### config.mk
export PLATFORM = sky130hd
export DESIGN_NAME = mute_ramp_and_power_limit
export DESIGN_NICKNAME = d
export VERILOG_FILES = /design/src/hw/mute_ramp_and_power_limit.v
export VERILOG_INCLUDE_DIRS = /design/src /design/src/shared
export SDC_FILE = /design/constraint.sdc
export NUM_CORES = 1
export LEC_CHECK = 0
export BUFFER_PORTS_ARGS = -buffer_cell sky130_fd_sc_hd__buf_2
export CAP_MARGIN = 0
export CORE_ASPECT_RATIO = 1.25
export CORE_MARGIN = 2
export CORE_UTILIZATION = 58
export CTS_BUF_LIST = sky130_fd_sc_hd__clkbuf_4 sky130_fd_sc_hd__clkbuf_8
export DETAILED_ROUTE_END_ITERATION = 16
export GPL_ROUTABILITY_DRIVEN = 1
export PLACE_DENSITY_LB_ADDON = 0.2
export SYNTH_ARGS = -nofsm -noshare
export SYNTH_HDL_FRONTEND = slang
export SYNTH_SLANG_ARGS = --single-unit
### constraint.sdc
create_clock -name i_mclk -period 12.45 [get_ports i_mclk]
set_input_delay 0.6225 -clock i_mclk [delete_from_list [all_inputs] [get_ports i_mclk]]
set_output_delay 0.6225 -clock i_mclk [all_outputs]
set_load 0.01 [all_outputs]
### src/shared/mute_ramp_defs.vh
// constants and state encodings for the mute ramp and power limiter
`ifndef MUTE_RAMP_DEFS_VH
`define MUTE_RAMP_DEFS_VH

// clock rate
`define CLK_MHZ          100
// selectable mute times in microseconds (field values 0..3)
`define TMUTE0_US        1280
`define TMUTE1_US        2560
`define TMUTE2_US        5120
`define TMUTE3_US        10240
// ramp gain resolution: unity gain equals 128 steps
`define GAIN_W           8
`define GAIN_UNITY       8'h80
`define GAIN_SHIFT       7
`define STEP_CNT_W       24
// field positions
`define MUTE_TIME_HI     7
`define MUTE_TIME_LO     6
`define LIM_CODE_HI      3
`define LIM_CODE_LO      0
`define STATUS_SAM_BIT   4
// limiter threshold scale: percent times this gives full-scale fraction
`define LIM_PCT_SCALE    17'h00148
`define FULL_SCALE       17'h07fff
// ramp states
`define ST_PLAY          2'h0
`define ST_RAMP_DN       2'h1
`define ST_MUTED         2'h2
`define ST_RAMP_UP       2'h3
// audio sample and fifo shape
`define SAMPLE_W         16
`define FIFO_DEPTH       8
`define FIFO_AW          3

`endif

### src/hw/mute_ramp_and_power_limit.v
// mute arbitration, digital mute ramp, power limiter and sample fifo
`timescale 1ns/100ps
`include "mute_ramp_defs.vh"

// sample fifo with valid/ready on both sides
module sample_fifo #(
    parameter WIDTH = `SAMPLE_W,
    parameter DEPTH = `FIFO_DEPTH,
    parameter AW    = `FIFO_AW
) (
    input  wire             i_mclk,
    input  wire             i_rstn,
    input  wire [WIDTH-1:0] i_wr_data,
    input  wire             i_wr_valid,
    output wire             o_wr_ready,
    output wire [WIDTH-1:0] o_rd_data,
    output wire             o_rd_valid,
    input  wire             i_rd_ready
);
    reg [WIDTH-1:0] mem [0:DEPTH-1];
    reg [AW:0]      wr_ptr_r;
    reg [AW:0]      rd_ptr_r;
    reg             wr_ready_r;
    wire [AW:0]     wr_ptr_nxt;
    wire [AW:0]     rd_ptr_nxt;
    wire            full;
    wire            empty;
    wire            do_wr;
    wire            do_rd;

    // pointers carry one extra wrap bit to tell full from empty
    assign empty      = (wr_ptr_r == rd_ptr_r);
    assign full       = (wr_ptr_r[AW-1:0] == rd_ptr_r[AW-1:0]) &&
                        (wr_ptr_r[AW] != rd_ptr_r[AW]);
    assign o_wr_ready = wr_ready_r;
    assign o_rd_valid = ~empty;
    assign o_rd_data  = mem[rd_ptr_r[AW-1:0]];
    assign do_wr      = i_wr_valid & ~full;
    assign do_rd      = i_rd_ready & ~empty;
    // next pointers, so the registered ready sees the coming fill level
    assign wr_ptr_nxt = do_wr ? wr_ptr_r + {{AW{1'b0}}, 1'b1} : wr_ptr_r;
    assign rd_ptr_nxt = do_rd ? rd_ptr_r + {{AW{1'b0}}, 1'b1} : rd_ptr_r;

    // storage write
    always @(posedge i_mclk) begin
        if (do_wr) begin
            mem[wr_ptr_r[AW-1:0]] <= i_wr_data;
        end
    end

    // pointer update
    always @(posedge i_mclk) begin
        if (!i_rstn) begin
            wr_ptr_r <= {(AW+1){1'b0}};
            rd_ptr_r <= {(AW+1){1'b0}};
            wr_ready_r <= 1'b1;
        end else begin
            wr_ptr_r <= wr_ptr_nxt;
            rd_ptr_r <= rd_ptr_nxt;
            wr_ready_r <= ~((wr_ptr_nxt[AW-1:0] == rd_ptr_nxt[AW-1:0]) &&
                            (wr_ptr_nxt[AW] != rd_ptr_nxt[AW]));
        end
    end
endmodule // sample_fifo

// top: mute control and audio processing
module mute_ramp_and_power_limit #(
    parameter TMUTE0_CYC = `TMUTE0_US * `CLK_MHZ,
    parameter TMUTE1_CYC = `TMUTE1_US * `CLK_MHZ,
    parameter TMUTE2_CYC = `TMUTE2_US * `CLK_MHZ,
    parameter TMUTE3_CYC = `TMUTE3_US * `CLK_MHZ
) (
    input  wire                 i_mclk,
    input  wire                 i_rstn,
    input  wire                 i_lowbatt_win,
    input  wire                 i_highvolt_win,
    input  wire                 i_thermal_win,
    input  wire                 i_pin_mute_request_n,
    input  wire [7:0]           i_window_level,
    input  wire                 i_i2c_mute,
    input  wire                 i_digital_mute_disable,
    input  wire [7:0]           i_mute_time_config_byte,
    input  wire [7:0]           i_limiter_config_byte,
    input  wire                 i_limiter_wr,
    input  wire                 i_channel_in_mute,
    input  wire                 i_status_rd,
    input  wire [`SAMPLE_W-1:0] i_audio_data,
    input  wire                 i_audio_valid,
    output wire                 o_audio_ready,
    output reg  [`SAMPLE_W-1:0] o_audio_data,
    output reg                  o_audio_valid,
    input  wire                 i_audio_ready,
    output reg  [7:0]           o_analog_atten,
    output reg  [7:0]           o_mute_status_byte,
    output reg  [3:0]           o_limiter_code,
    output reg                  o_ramp_busy
);
    localparam [`STEP_CNT_W-1:0] STEP0 = TMUTE0_CYC / 128;
    localparam [`STEP_CNT_W-1:0] STEP1 = TMUTE1_CYC / 128;
    localparam [`STEP_CNT_W-1:0] STEP2 = TMUTE2_CYC / 128;
    localparam [`STEP_CNT_W-1:0] STEP3 = TMUTE3_CYC / 128;

    // limiter percent of full scale per code
    function [6:0] lim_pct;
        input [3:0] code;
        begin
            case (code)
                4'h0:    lim_pct = 7'h64; // 100, threshold clamped to full scale
                4'hb:    lim_pct = 7'h50; // 80
                4'ha:    lim_pct = 7'h46; // 70
                4'h9:    lim_pct = 7'h3c; // 60
                4'h8:    lim_pct = 7'h32; // 50
                default: lim_pct = {3'h0, code} * 7'h05 + 7'h0a;
            endcase
        end
    endfunction

    // magnitude of a signed sample, saturated to 15 bits
    function [16:0] mag;
        input [`SAMPLE_W-1:0] s;
        begin
            if (s[`SAMPLE_W-1]) begin
                mag = {1'b0, (~s) + 16'h0001};
            end else begin
                mag = {1'b0, s};
            end
            if (mag > `FULL_SCALE) begin
                mag = `FULL_SCALE;
            end
        end
    endfunction

    // pin and comparator inputs, two-stage synchronisers
    reg  [3:0]  sync1_r;
    reg  [3:0]  sync2_r;
    reg  [7:0]  lvl1_r;
    reg  [7:0]  lvl2_r;
    wire        lowbatt;
    wire        highvolt;
    wire        thermal;
    wire        pin_mute;
    wire        sam_now;

    always @(posedge i_mclk) begin
        if (!i_rstn) begin
            sync1_r <= 4'h8; // pin idles high: play
            sync2_r <= 4'h8;
            lvl1_r  <= 8'h00;
            lvl2_r  <= 8'h00;
        end else begin
            sync1_r <= {i_pin_mute_request_n, i_thermal_win,
                        i_highvolt_win, i_lowbatt_win};
            sync2_r <= sync1_r;
            lvl1_r  <= i_window_level;
            lvl2_r  <= lvl1_r;
        end
    end

    // low pin level requests mute
    assign lowbatt  = sync2_r[0];
    assign highvolt = sync2_r[1];
    assign thermal  = sync2_r[2];
    assign pin_mute = ~sync2_r[3];
    // mixed-mute sources raise the start-analog-mute signal
    assign sam_now  = lowbatt | highvolt | pin_mute;

    // analog attenuation tracks the level while an analog source is active
    always @(posedge i_mclk) begin
        if (!i_rstn) begin
            o_analog_atten <= 8'h00;
        end else if (thermal | sam_now) begin
            o_analog_atten <= lvl2_r;
        end else begin
            o_analog_atten <= 8'h00;
        end
    end

    // ramp state machine and start-analog-mute tracking
    reg  [1:0]             state_r;
    reg  [1:0]             state_nxt;
    reg                    sam_acc_r;
    reg                    sam_flag_r;
    reg  [`GAIN_W-1:0]     gain_r;
    reg  [`STEP_CNT_W-1:0] step_cnt_r;
    reg  [`STEP_CNT_W-1:0] step_len;
    wire                   stable;
    wire                   want_mute;
    wire                   step_tick;
    wire [1:0]             tsel;

    assign tsel      = i_mute_time_config_byte[`MUTE_TIME_HI:`MUTE_TIME_LO];
    assign stable    = (state_r == `ST_PLAY) || (state_r == `ST_MUTED);
    // disable bit removes mixed sources from the digital path; i2c stays
    assign want_mute = (sam_acc_r & ~i_digital_mute_disable)
                       | i_i2c_mute;
    // at or past the step length, so a shorter time picked mid-ramp cannot stall
    assign step_tick = (step_cnt_r >= step_len);

    // step length from the selected mute time
    always @* begin
        case (tsel)
            2'h0:    step_len = STEP0;
            2'h1:    step_len = STEP1;
            2'h2:    step_len = STEP2;
            default: step_len = STEP3;
        endcase
    end

    // next ramp state
    always @* begin
        state_nxt = state_r;
        case (state_r)
            `ST_PLAY: begin
                if (want_mute) begin
                    state_nxt = `ST_RAMP_DN;
                end
            end
            `ST_RAMP_DN: begin
                if (step_tick && gain_r == 8'h01) begin
                    state_nxt = `ST_MUTED;
                end
            end
            `ST_MUTED: begin
                if (!want_mute) begin
                    state_nxt = `ST_RAMP_UP;
                end
            end
            `ST_RAMP_UP: begin
                if (step_tick && gain_r == `GAIN_UNITY - 8'h01) begin
                    state_nxt = `ST_PLAY;
                end
            end
            default: state_nxt = `ST_PLAY;
        endcase
    end

    // state, gain ramp and step timer
    always @(posedge i_mclk) begin
        if (!i_rstn) begin
            state_r    <= `ST_PLAY;
            gain_r     <= `GAIN_UNITY;
            step_cnt_r <= {`STEP_CNT_W{1'b0}};
            o_ramp_busy <= 1'b0;
        end else begin
            state_r     <= state_nxt;
            o_ramp_busy <= (state_nxt == `ST_RAMP_DN) ||
                           (state_nxt == `ST_RAMP_UP);
            if (state_r == `ST_RAMP_DN || state_r == `ST_RAMP_UP) begin
                if (step_tick) begin
                    step_cnt_r <= {`STEP_CNT_W{1'b0}};
                    if (state_r == `ST_RAMP_DN) begin
                        gain_r <= gain_r - 8'h01;
                    end else begin
                        gain_r <= gain_r + 8'h01;
                    end
                end else begin
                    step_cnt_r <= step_cnt_r + 24'h000001;
                end
            end else begin
                step_cnt_r <= {`STEP_CNT_W{1'b0}};
            end
        end
    end

    // start-analog-mute is sampled only outside a ramp; set beats read clear
    always @(posedge i_mclk) begin
        if (!i_rstn) begin
            sam_acc_r  <= 1'b0;
            sam_flag_r <= 1'b0;
        end else if (stable && sam_now != sam_acc_r) begin
            sam_acc_r  <= sam_now;
            sam_flag_r <= sam_now;
        end else if (i_status_rd) begin
            sam_flag_r <= 1'b0;
        end
    end

    // status byte register
    always @(posedge i_mclk) begin
        if (!i_rstn) begin
            o_mute_status_byte <= 8'h00;
        end else begin
            o_mute_status_byte <= {3'h0, sam_flag_r, 4'h0};
        end
    end

    // limiter code: taken only while the channel sits in mute
    always @(posedge i_mclk) begin
        if (!i_rstn) begin
            o_limiter_code <= 4'h0;
        end else if (i_limiter_wr && i_channel_in_mute) begin
            o_limiter_code <=
                i_limiter_config_byte[`LIM_CODE_HI:`LIM_CODE_LO];
        end
    end

    // sample fifo in front of the processing stage
    wire [`SAMPLE_W-1:0] f_data;
    wire                 f_valid;
    wire                 f_ready;

    assign f_ready = ~o_audio_valid | i_audio_ready;

    sample_fifo #(
        .WIDTH (`SAMPLE_W),
        .DEPTH (`FIFO_DEPTH),
        .AW    (`FIFO_AW)
    ) u_fifo (
        .i_mclk     (i_mclk),
        .i_rstn     (i_rstn),
        .i_wr_data  (i_audio_data),
        .i_wr_valid (i_audio_valid),
        .o_wr_ready (o_audio_ready),
        .o_rd_data  (f_data),
        .o_rd_valid (f_valid),
        .i_rd_ready (f_ready)
    );

    // digital gain then soft limiter on the sample magnitude
    reg  [16:0] m_in;
    reg  [24:0] prod;
    reg  [16:0] m_g;
    reg  [16:0] thr;
    reg  [16:0] knee;
    reg  [16:0] m_out;
    reg  [15:0] s_out;

    always @* begin
        m_in  = mag(f_data);
        prod  = m_in * {9'h000, gain_r};
        m_g   = prod[16+`GAIN_SHIFT:`GAIN_SHIFT];
        thr   = {10'h000, lim_pct(o_limiter_code)} * `LIM_PCT_SCALE;
        if (thr > `FULL_SCALE) begin
            thr = `FULL_SCALE;
        end
        knee  = thr >> 1;
        // above the knee slope halves, then holds at the threshold
        if (m_g <= knee) begin
            m_out = m_g;
        end else if (knee + ((m_g - knee) >> 1) < thr) begin
            m_out = knee + ((m_g - knee) >> 1);
        end else begin
            m_out = thr;
        end
        // sign restored on the scaled input sample
        if (f_data[`SAMPLE_W-1]) begin
            s_out = (~m_out[15:0]) + 16'h0001;
        end else begin
            s_out = m_out[15:0];
        end
    end

    // output register stage
    always @(posedge i_mclk) begin
        if (!i_rstn) begin
            o_audio_data  <= {`SAMPLE_W{1'b0}};
            o_audio_valid <= 1'b0;
        end else if (f_ready) begin
            o_audio_valid <= f_valid;
            if (f_valid) begin
                o_audio_data <= s_out;
            end
        end
    end
endmodule // mute_ramp_and_power_limit

==> results of run 1 <==
-- state kept, by name, indices dropped and copies added, names as in the netlist --
name,flops
u_fifo.wr_ptr_r,4
u_fifo.o_wr_ready,1
sam_flag_r,1
sync2_r,4
lvl1_r,8
sync1_r,4
state_r,2
gain_r,8
sam_acc_r,1
o_analog_atten,8
step_cnt_r,24
o_audio_valid,1
u_fifo.mem,128
o_limiter_code,4
o_audio_data,16
lvl2_r,8
u_fifo.rd_ptr_r,4
o_mute_status_byte,1
o_ramp_busy,1
-- synth_stat cells (8+ instances only) --
cell         n
inv_1      143
nor2_1     139
ha_1       134
edfxtp_1   128
nand2_1    119
dfxtp_1    100
fa_1        88
a21oi_1     83
and2_1      65
xnor2_1     63
o21ai_0     53
nor2b_1     51
clkbuf_1    43
xor2_1      42
nand3_1     39
mux4_2      32
a31oi_1     25
nor3_1      25
a21o_1      24
nand2b_1    22
nand4_1     14
mux2i_1     13
o21a_1      13
o21bai_1    11
a211oi_1    10
or3_1       10
o31ai_1      9
a31o_2       8
buf_2        8
buf_4        8
o2111ai_1    8
o211ai_1     8
-- through the flow --
stage          instance area, um2  setup WS, ns  util, %  cells
2_1_floorplan               17100         0.438        -   1695
3_3_place_gp                18300         0.141     62.8   2171
3_5_place_dp                18300       -0.0644     62.8   2171
4_1_cts                     19200        0.0127     65.9   2238
5_1_grt                     19500       -0.0508     66.9   2249
6_report                    19500         0.553     66.9   2249
-- worst paths after layout --
kind / from / endpoint / slack (ns) / cells after the start
worst max-delay path: u_fifo.rd_ptr_r[1]$_SDFF_PN0_ / o_audio_data[14]$_SDFFE_PN0P_ / 0.55 / 49
worst min-delay path: i_pin_mute_request_n / sync1_r[3]$_SDFF_PN1_ / 0.28 / 2
worst max register to register: u_fifo.rd_ptr_r[1]$_SDFF_PN0_ / o_audio_data[14]$_SDFFE_PN0P_ / 0.55 / 49
worst min register to register: lvl2_r[0]$_SDFF_PN0_ / o_analog_atten[0]$_SDFF_PN0_ / 0.42 / 1
-- per-layer routing --
metal / vias to the layer above / track usage, % / part of all wire [%]
met5: - / 0 / 0
li1: 6175 / - / -
met4: 0 / 7.88 / 2.4
met1: 6249 / 32.1 / 41
met2: 295 / 46.8 / 53
met3: 62 / 3.23 / 4.0
-- area by class of cell --
class	instances	area, um2
clock buffers	51	627
well taps	396	495
fillers	2300	9610
inverters	146	548
clock inverters	15	234
multi-input cells	1254	10700
flip-flops and latches	228	5850
repair buffers	159	1060
-- kinds of logic after synthesis --
group                    Yosys count
AO/OA/AOI/OAI                    310
XOR/XNOR                         107
adder cells (fa/ha/maj)          222
buffers and inverters            213
flip-flops                       228
multiplexers                      59
other                              2
AND/OR/NAND/NOR                  531
-- timing repair --
action	CTS	global route
endpoints found under the setup margin	4	15
resized for setup	5	48
pin swaps	1	10
cloned	0	1
buffers inserted	1	10
==> impl.org, run 1 <==
** Logic synthesis
- After Yosys synthesis, full adders, half adders and majority gates account for 20.2% of the synthesized area.
- Synthesis produced a netlist whose cell count is 1,672.
- Top-area cell type share of the netlist area :: 22.5%
- Area contributors post-synth :: edfxtp_1 (23%), dfxtp_1 (12%), fa_1 (10%)
- Of the total synthesized cell area, the portion taken by XOR and XNOR cells is 5.66%.
- Measured against the total synthesized area, the mux share comes to 6.42%.
- Summing the areas of all and, or, nand and nor instances in the mapped netlist gives 15.8% of the synthesized area.
- Combinational family with the most area after synthesis :: adder cells
- Dividing the synthesized area by the synthesized cell count gives 10.2 um2.
- edfxtp_1 takes more of the synthesized area than any other cell.
- Dominant register cell in the synthesized netlist :: edfxtp_1
- Number of warnings issued by yosys :: 0
- Distinct cell type count of the synthesized netlist :: 92
- Of the synthesized area, sequential elements account for 34.3%.
- Share of the synthesized area in compound gates (AO/OA/AOI/OAI) :: 12.5%
- The cell area that synthesis handed to floorplanning was 17,100 um2.
- After synthesis, the share of flip-flops with an asynchronous set or reset is 0%.
- Number of enable-type register cells in the synthesized netlist :: 128
- Number of register bits inferred by synthesis :: 228

** Finish
- In the final design database the tool counted 2,100 nets.
- From synthesis to final layout, the design area changed by 14.1%.
- Number of diodes :: 0
- In the layout the commonest cells are inv_1 (143), nor2_1 (134), ha_1 (134), edfxtp_1 (128), nand2_1 (117).
- Leaving out fill and tap cells, the most frequent cell in the layout is inv_1.
- Fraction of final layout cells with drive strength greater than 1 :: 18.4%

** Setup path
- STA classifies the critical path startpoint as a register.
- Data required time of the critical path :: 12.89 ns
- Dominant cell type by count on the critical path :: ha_1
- Critical path buffer and inverter count :: 7
- Along the worst path, the maximum fanout reaches 11.
- STA classifies the critical path endpoint as a register.
- Maximum single-stage delay on the critical path :: 0.56 ns
- Arrival time at the worst endpoint :: 12.34 ns
- The cell family contributing the most delay on the critical path is adder cells.
- Standard cell with the maximum stage delay on the critical path :: fa_1
- The critical path is of the register to register type.

** Floorplanning
- Ports :: 92
- For this configuration, the core starts out at a cell density of 58.7%.
- Die outline height :: 196 um
- The floorplan step defined a die boundary enclosing 30,800 um2.
- Horizontal extent of the die :: 157 um
- The total area inside the core boundary comes to 29,100 um2.
- Std cell rows :: 70

** Global route
- Global-route wire length before repair :: 63,300 um
- Maximum number of pins on one net before global-route repair :: 39
- Via count of the first global-routing pass :: 12,887
- In the global route stage, overall resource usage came out at 25.9%.
- The total overflow left after global routing is 0.
- Number of antenna violations at the first check in global routing :: 0

** Timing
- The final-report hold violation count came to 0.
- Final worst clock skew :: 0.0274 ns
- After layout, the worst path uses 95.6% of the clock period.
- Min Clock Period, post-route :: 11.90 ns
- Remaining max-slew budget at the tightest pin :: 15.6%
- Based on the critical path, the design can be clocked at up to 84.1 MHz.
- Final total negative setup slack :: 0 ns
- Setup violations remaining at the end of the flow were counted as 0.
- Final-report max-slew violation count :: 0
- Worst hold margin :: 0.284 ns
- For the pin with the worst max-slew slack, the measured transition is 1.26 ns.

** Min path
- Type of the most critical hold path :: input port to register

** Route
- In the final routed layout, each cell accounts on average for 17.5 um.
- The detailed router finished its first iteration with 674 violations.
- For this run, the detailed router's first-pass iteration total came to 5.
- For this run, design rule violations remaining after detail routing come to 0.
- Total wire length :: 39,300 um
- The detail route stage leaves a number of antenna-violating nets equal to 0.
- Detailed routing inserted a total of 12,781 vias.
- Using the TritonRoute via totals, the vias-per-cell ratio works out to 5.68.

** CTS
- Clock tree synthesis selected as its root buffer the cell clkbuf_8.
- After clock tree synthesis, the clock-pin slew on the worst setup and hold paths is 0.06 ns.
- Hold repair after CTS inserted 0 buffers.
- H-tree levels :: 2
- The clock passes through at most 3 buffers.
- TritonCTS built the clock tree.
- Number of buffers added by the clock tree synthesis step :: 36
- For the worst-skew pair, the clock arrives at the later sink with an insertion delay of 0.54 ns.
- For this design, the sink count on the clock tree is 228.

** Placement
- Sum of net half-perimeters after detailed placement :: 29,900 um
- The congestion estimate from routability-driven global placement came to 0.934.
- IO buf count :: 74

** Run status
- The flow ran to the end, and the final reports show no timing, DRC or antenna violations.

** Flow run
- The tool flagged a number of max-cap violations equal to 0.
Power of run 1 is left out: the tool's default activity adds up to more than one toggle a clock period on the data nets, which glitch-free logic cannot reach.
==> inputs of run 2 (changes only) <==
--- a/config.mk
+++ b/config.mk
@@ -11,9 +11,10 @@
 export CORE_ASPECT_RATIO = 1.25
 export CORE_MARGIN = 2
 export CORE_UTILIZATION = 58
-export CTS_BUF_LIST = sky130_fd_sc_hd__clkbuf_4 sky130_fd_sc_hd__clkbuf_8
+export CTS_BUF_LIST = sky130_fd_sc_hd__clkbuf_4
 export DETAILED_ROUTE_END_ITERATION = 16
 export GPL_ROUTABILITY_DRIVEN = 1
+export MAX_ROUTING_LAYER = met4
 export PLACE_DENSITY_LB_ADDON = 0.2
 export SYNTH_ARGS = -nofsm -noshare
 export SYNTH_HDL_FRONTEND = slang
==> run 2 against run 1 <==
Sequential share of layout area is 0.34 points higher. Setup slack worse by 0.0054 ns. Design area is 1.1% lower. First-iteration DRC count is 5.3% lower. Critical endpoint is now o_audio_data[12]$_SDFFE_PN0P_. Largest cell class unchanged.
==> impl.org, run 2 (synthesis results as in run 1) <==
** Route
- Vias per std cell :: 5.68 (about the same)
- The vias after detailed routing is 12,970 (was 12,781).
- The count of routing violations after the opening detailed-route iteration was 638 (was 674).
- The post-route DRC violation count came to 0 (unchanged).
- The residual antenna-violating net count after detailed routing was 0 (unchanged).
- Length of the first detailed-routing pass in iterations :: 5 (unchanged)
- Mean routed wirelength per cell :: 17.2 um (was 17.5 um)
- Total wire length :: 39,300 um (about the same)

** Setup path
- The register-to-register setup slack came to 0.55 ns (about the same).
- Destination of the worst register-to-register timing path :: o_audio_data[12]$_SDFFE_PN0P_ (was o_audio_data[14]$_SDFFE_PN0P_)
- Standard cell with the maximum stage delay on the critical path :: fa_1 (unchanged)
- Dominant cell type by count on the critical path :: ha_1 (unchanged)
- The endpoint arrival time on the critical path came to 12.47 ns (was 12.34 ns).
- The required time reported for the critical path endpoint came to 13.01 ns (was 12.89 ns).
- Worst-case reg-to-reg path depth :: 54 (was 49)
- The kind of start point of the critical path was a register (unchanged).
- The worst-path maximum fanout was 11 (unchanged).
- Maximum single-stage delay on the critical path :: 0.56 ns (about the same)
- Endpoint kind of the worst setup timing path :: register (unchanged)
- The start-to-end type of the worst setup path is register to register (unchanged).
- Launching point of the worst reg2reg path :: u_fifo.rd_ptr_r[1]$_SDFF_PN0_ (unchanged)

** Global route
- The most heavily used metal layer in global routing is met2 (unchanged).
- The global-route met1 utilization came to 31.8% (was 32.1%).
- Maximum number of pins on one net before global-route repair :: 39 (unchanged)
- Via count of the first global-routing pass :: 13,015 (was 12,887)
- Overflow left after global routing :: 0 (unchanged)
- The global-route usage over all layers was 26.7% (was 25.9%).
- The wire length of the first global-routing pass is 63,700 um (was 63,300 um).
- Number of antenna violations at the first check in global routing :: 1 (was 0)
- The met3 track utilization from global routing came to 3.45% (was 3.23%).
- The routing usage on met2 was 47.3% (was 46.8%).

** Finish
- Number of inserted filler cells in the final layout :: 2,318 (was 2,300)
- The flip-flop count of the largest register, all copies and words added is 128 (unchanged).
- The utilization after layout came to 66.2% (was 66.9%).
- The area growth from synthesis to final layout is 12.9% (was 14.1%).
- Fraction of final layout cells with drive strength greater than 1 :: 19.4% (was 18.4%)
- Most frequent cells in the layout: inv_1 (143), ha_1 (133), nor2_1 (132), edfxtp_1 (128), nand2_1 (118) (was inv_1 (143), nor2_1 (134), ha_1 (134), edfxtp_1 (128), nand2_1 (117)).
- The leading cell type in the layout, fill and taps excluded is inv_1 (unchanged).
- The number of nets in the layout was 2,117 (was 2,100).
- The final standard cell count with taps included and fillers excluded came to 2,283 (was 2,249).

** Floorplanning
- Die outline height :: 196 um (unchanged)
- The area of the die is 30,800 um2 (unchanged).
- The I/O pin count was 92 (unchanged).
- The core outline area came to 29,100 um2 (unchanged).
- Std cell rows :: 70 (unchanged)
- Starting density of the core :: 58.7% (unchanged)
- The floorplan die width was 157 um (unchanged).

** CTS
- The quantity of hold-fixing buffers added after cts is 0 (unchanged).
- H-tree levels :: 2 (unchanged)
- # clock sinks :: 228 (unchanged)
- The total CTS buffers was 53 (was 36).
- Clock slew at reported path FFs :: 0.07 ns (was 0.06 ns)
- The clock root buffer master is clkbuf_4 (was clkbuf_8).
- The clock tree buffer depth came to 3 (unchanged).
- TritonCTS clock tree :: yes (unchanged)
- The clock latency reported for the late side of the worst-skew pair was 0.69 ns (was 0.54 ns).

** Placement
- The count of input and output buffers came to 74 (unchanged).
- Sum of net half-perimeters after detailed placement :: 29,800 um (was 29,900 um)
- Final Wtd Congestion :: 0.960 (was 0.934)
- Cell Count Post-Placement :: 2,170 (was 2,171)

** Timing
- The number of max-slew violations in the final report is 0 (unchanged).
- The max-slew headroom at the worst pin came to 20.5% (was 15.6%).
- The fmax was 84.0 MHz (was 84.1 MHz).
- Share of the clock period used by the worst path :: 95.6% (about the same)
- The time the worst path needs with I/O delays and setup was 11.90 ns (about the same).
- Setup violation total in the final timing report :: 0 (unchanged)
- The final-report hold violation count was 0 (unchanged).
- Worst hold margin :: 0.154 ns (was 0.284 ns)
- Final total negative setup slack :: 0 ns (unchanged)
- The clock skew after layout came to 0.0817 ns (was 0.0274 ns).
- The transition time at the pin with the least slew margin is 1.18 ns (was 1.26 ns).

** Min path
- The origin of the worst min-delay path is i_window_level[0] (was i_pin_mute_request_n).
- Type of the most critical hold path :: input port to register (unchanged)
- Hold path endpoint :: lvl1_r[0]$_SDFF_PN0_ (was sync1_r[3]$_SDFF_PN1_)
- The cell count of the worst hold path is 2 (unchanged).

** Run status
- Result of the run :: completed (unchanged)

** Flow run
- The max-cap violation count is 0 (unchanged).
-- run 2: worst max-delay path by stage --
stage / from / to / slack [ns]
floorplan: u_fifo.rd_ptr_r[2]$_SDFF_PN0_ / o_audio_data[14]$_SDFFE_PN0P_ / 0.44
global placement: u_fifo.rd_ptr_r[1]$_SDFF_PN0_ / o_audio_data[14]$_SDFFE_PN0P_ / 0.13
detailed placement: u_fifo.rd_ptr_r[1]$_SDFF_PN0_ / o_audio_data[14]$_SDFFE_PN0P_ / -0.12
CTS: u_fifo.rd_ptr_r[1]$_SDFF_PN0_ / o_audio_data[14]$_SDFFE_PN0P_ / 0.02
global route: u_fifo.rd_ptr_r[1]$_SDFF_PN0_ / o_audio_data[6]$_SDFFE_PN0P_ / -0.08
finish: u_fifo.rd_ptr_r[1]$_SDFF_PN0_ / o_audio_data[12]$_SDFFE_PN0P_ / 0.55
-- run 2: critical path, delay by kind of cell, from the launching register on --
kind / cells / cell delay [ns]
adders and majority gates: 9 / 3.46
buffers and inverters: 9 / 1.16
AOI/OAI and AO/OA: 17 / 3.29
and+or+nand+nor: 13 / 1.88
DFF: 1 / 0.40
muxes: 2 / 0.77
xor gates and xnor gates: 4 / 0.81
-- run 2: area by class of cell --
cell class / count / area, um2 / area share, %
Timing Repair Buffer: 159 / 1060 / 5.52
Antenna cell: 2 / 5.00 / 0.0260
Clock inverter: 20 / 86.3 / 0.448
Sequential cell: 228 / 5850 / 30.4
Inverter: 146 / 548 / 2.85
Clock buffer: 78 / 586 / 3.04
Multi-Input combinational cell: 1254 / 10600 / 55.2
Tap cell: 396 / 495 / 2.57
-- run 2: routing by layer --
metal / wire, um / share of wire [%] / up-vias
met2: 20800 / 53 / 300
met5: 0 / 0 / -
li1: - / - / 6242
met4: 785 / 2.0 / 0
met3: 1690 / 4.3 / 56
met1: 16000 / 41 / 6372
-- run 2: repair_timing --
action,in CTS,in global routing
setup buffers,1,11
gates cloned,0,1
gates resized for setup,4,49
setup endpoints to repair,5,15
pin swaps,1,8
-- run 2: through the flow --
stage	setup slack, ns	area [um2]
2_1_floorplan	0.438	17100
3_3_place_gp	0.130	18300
3_5_place_dp	-0.122	18300
4_1_cts	0.0170	19000
5_1_grt	-0.0762	19300
6_report	0.548	19300
Power of run 2 is left out for the same reason.
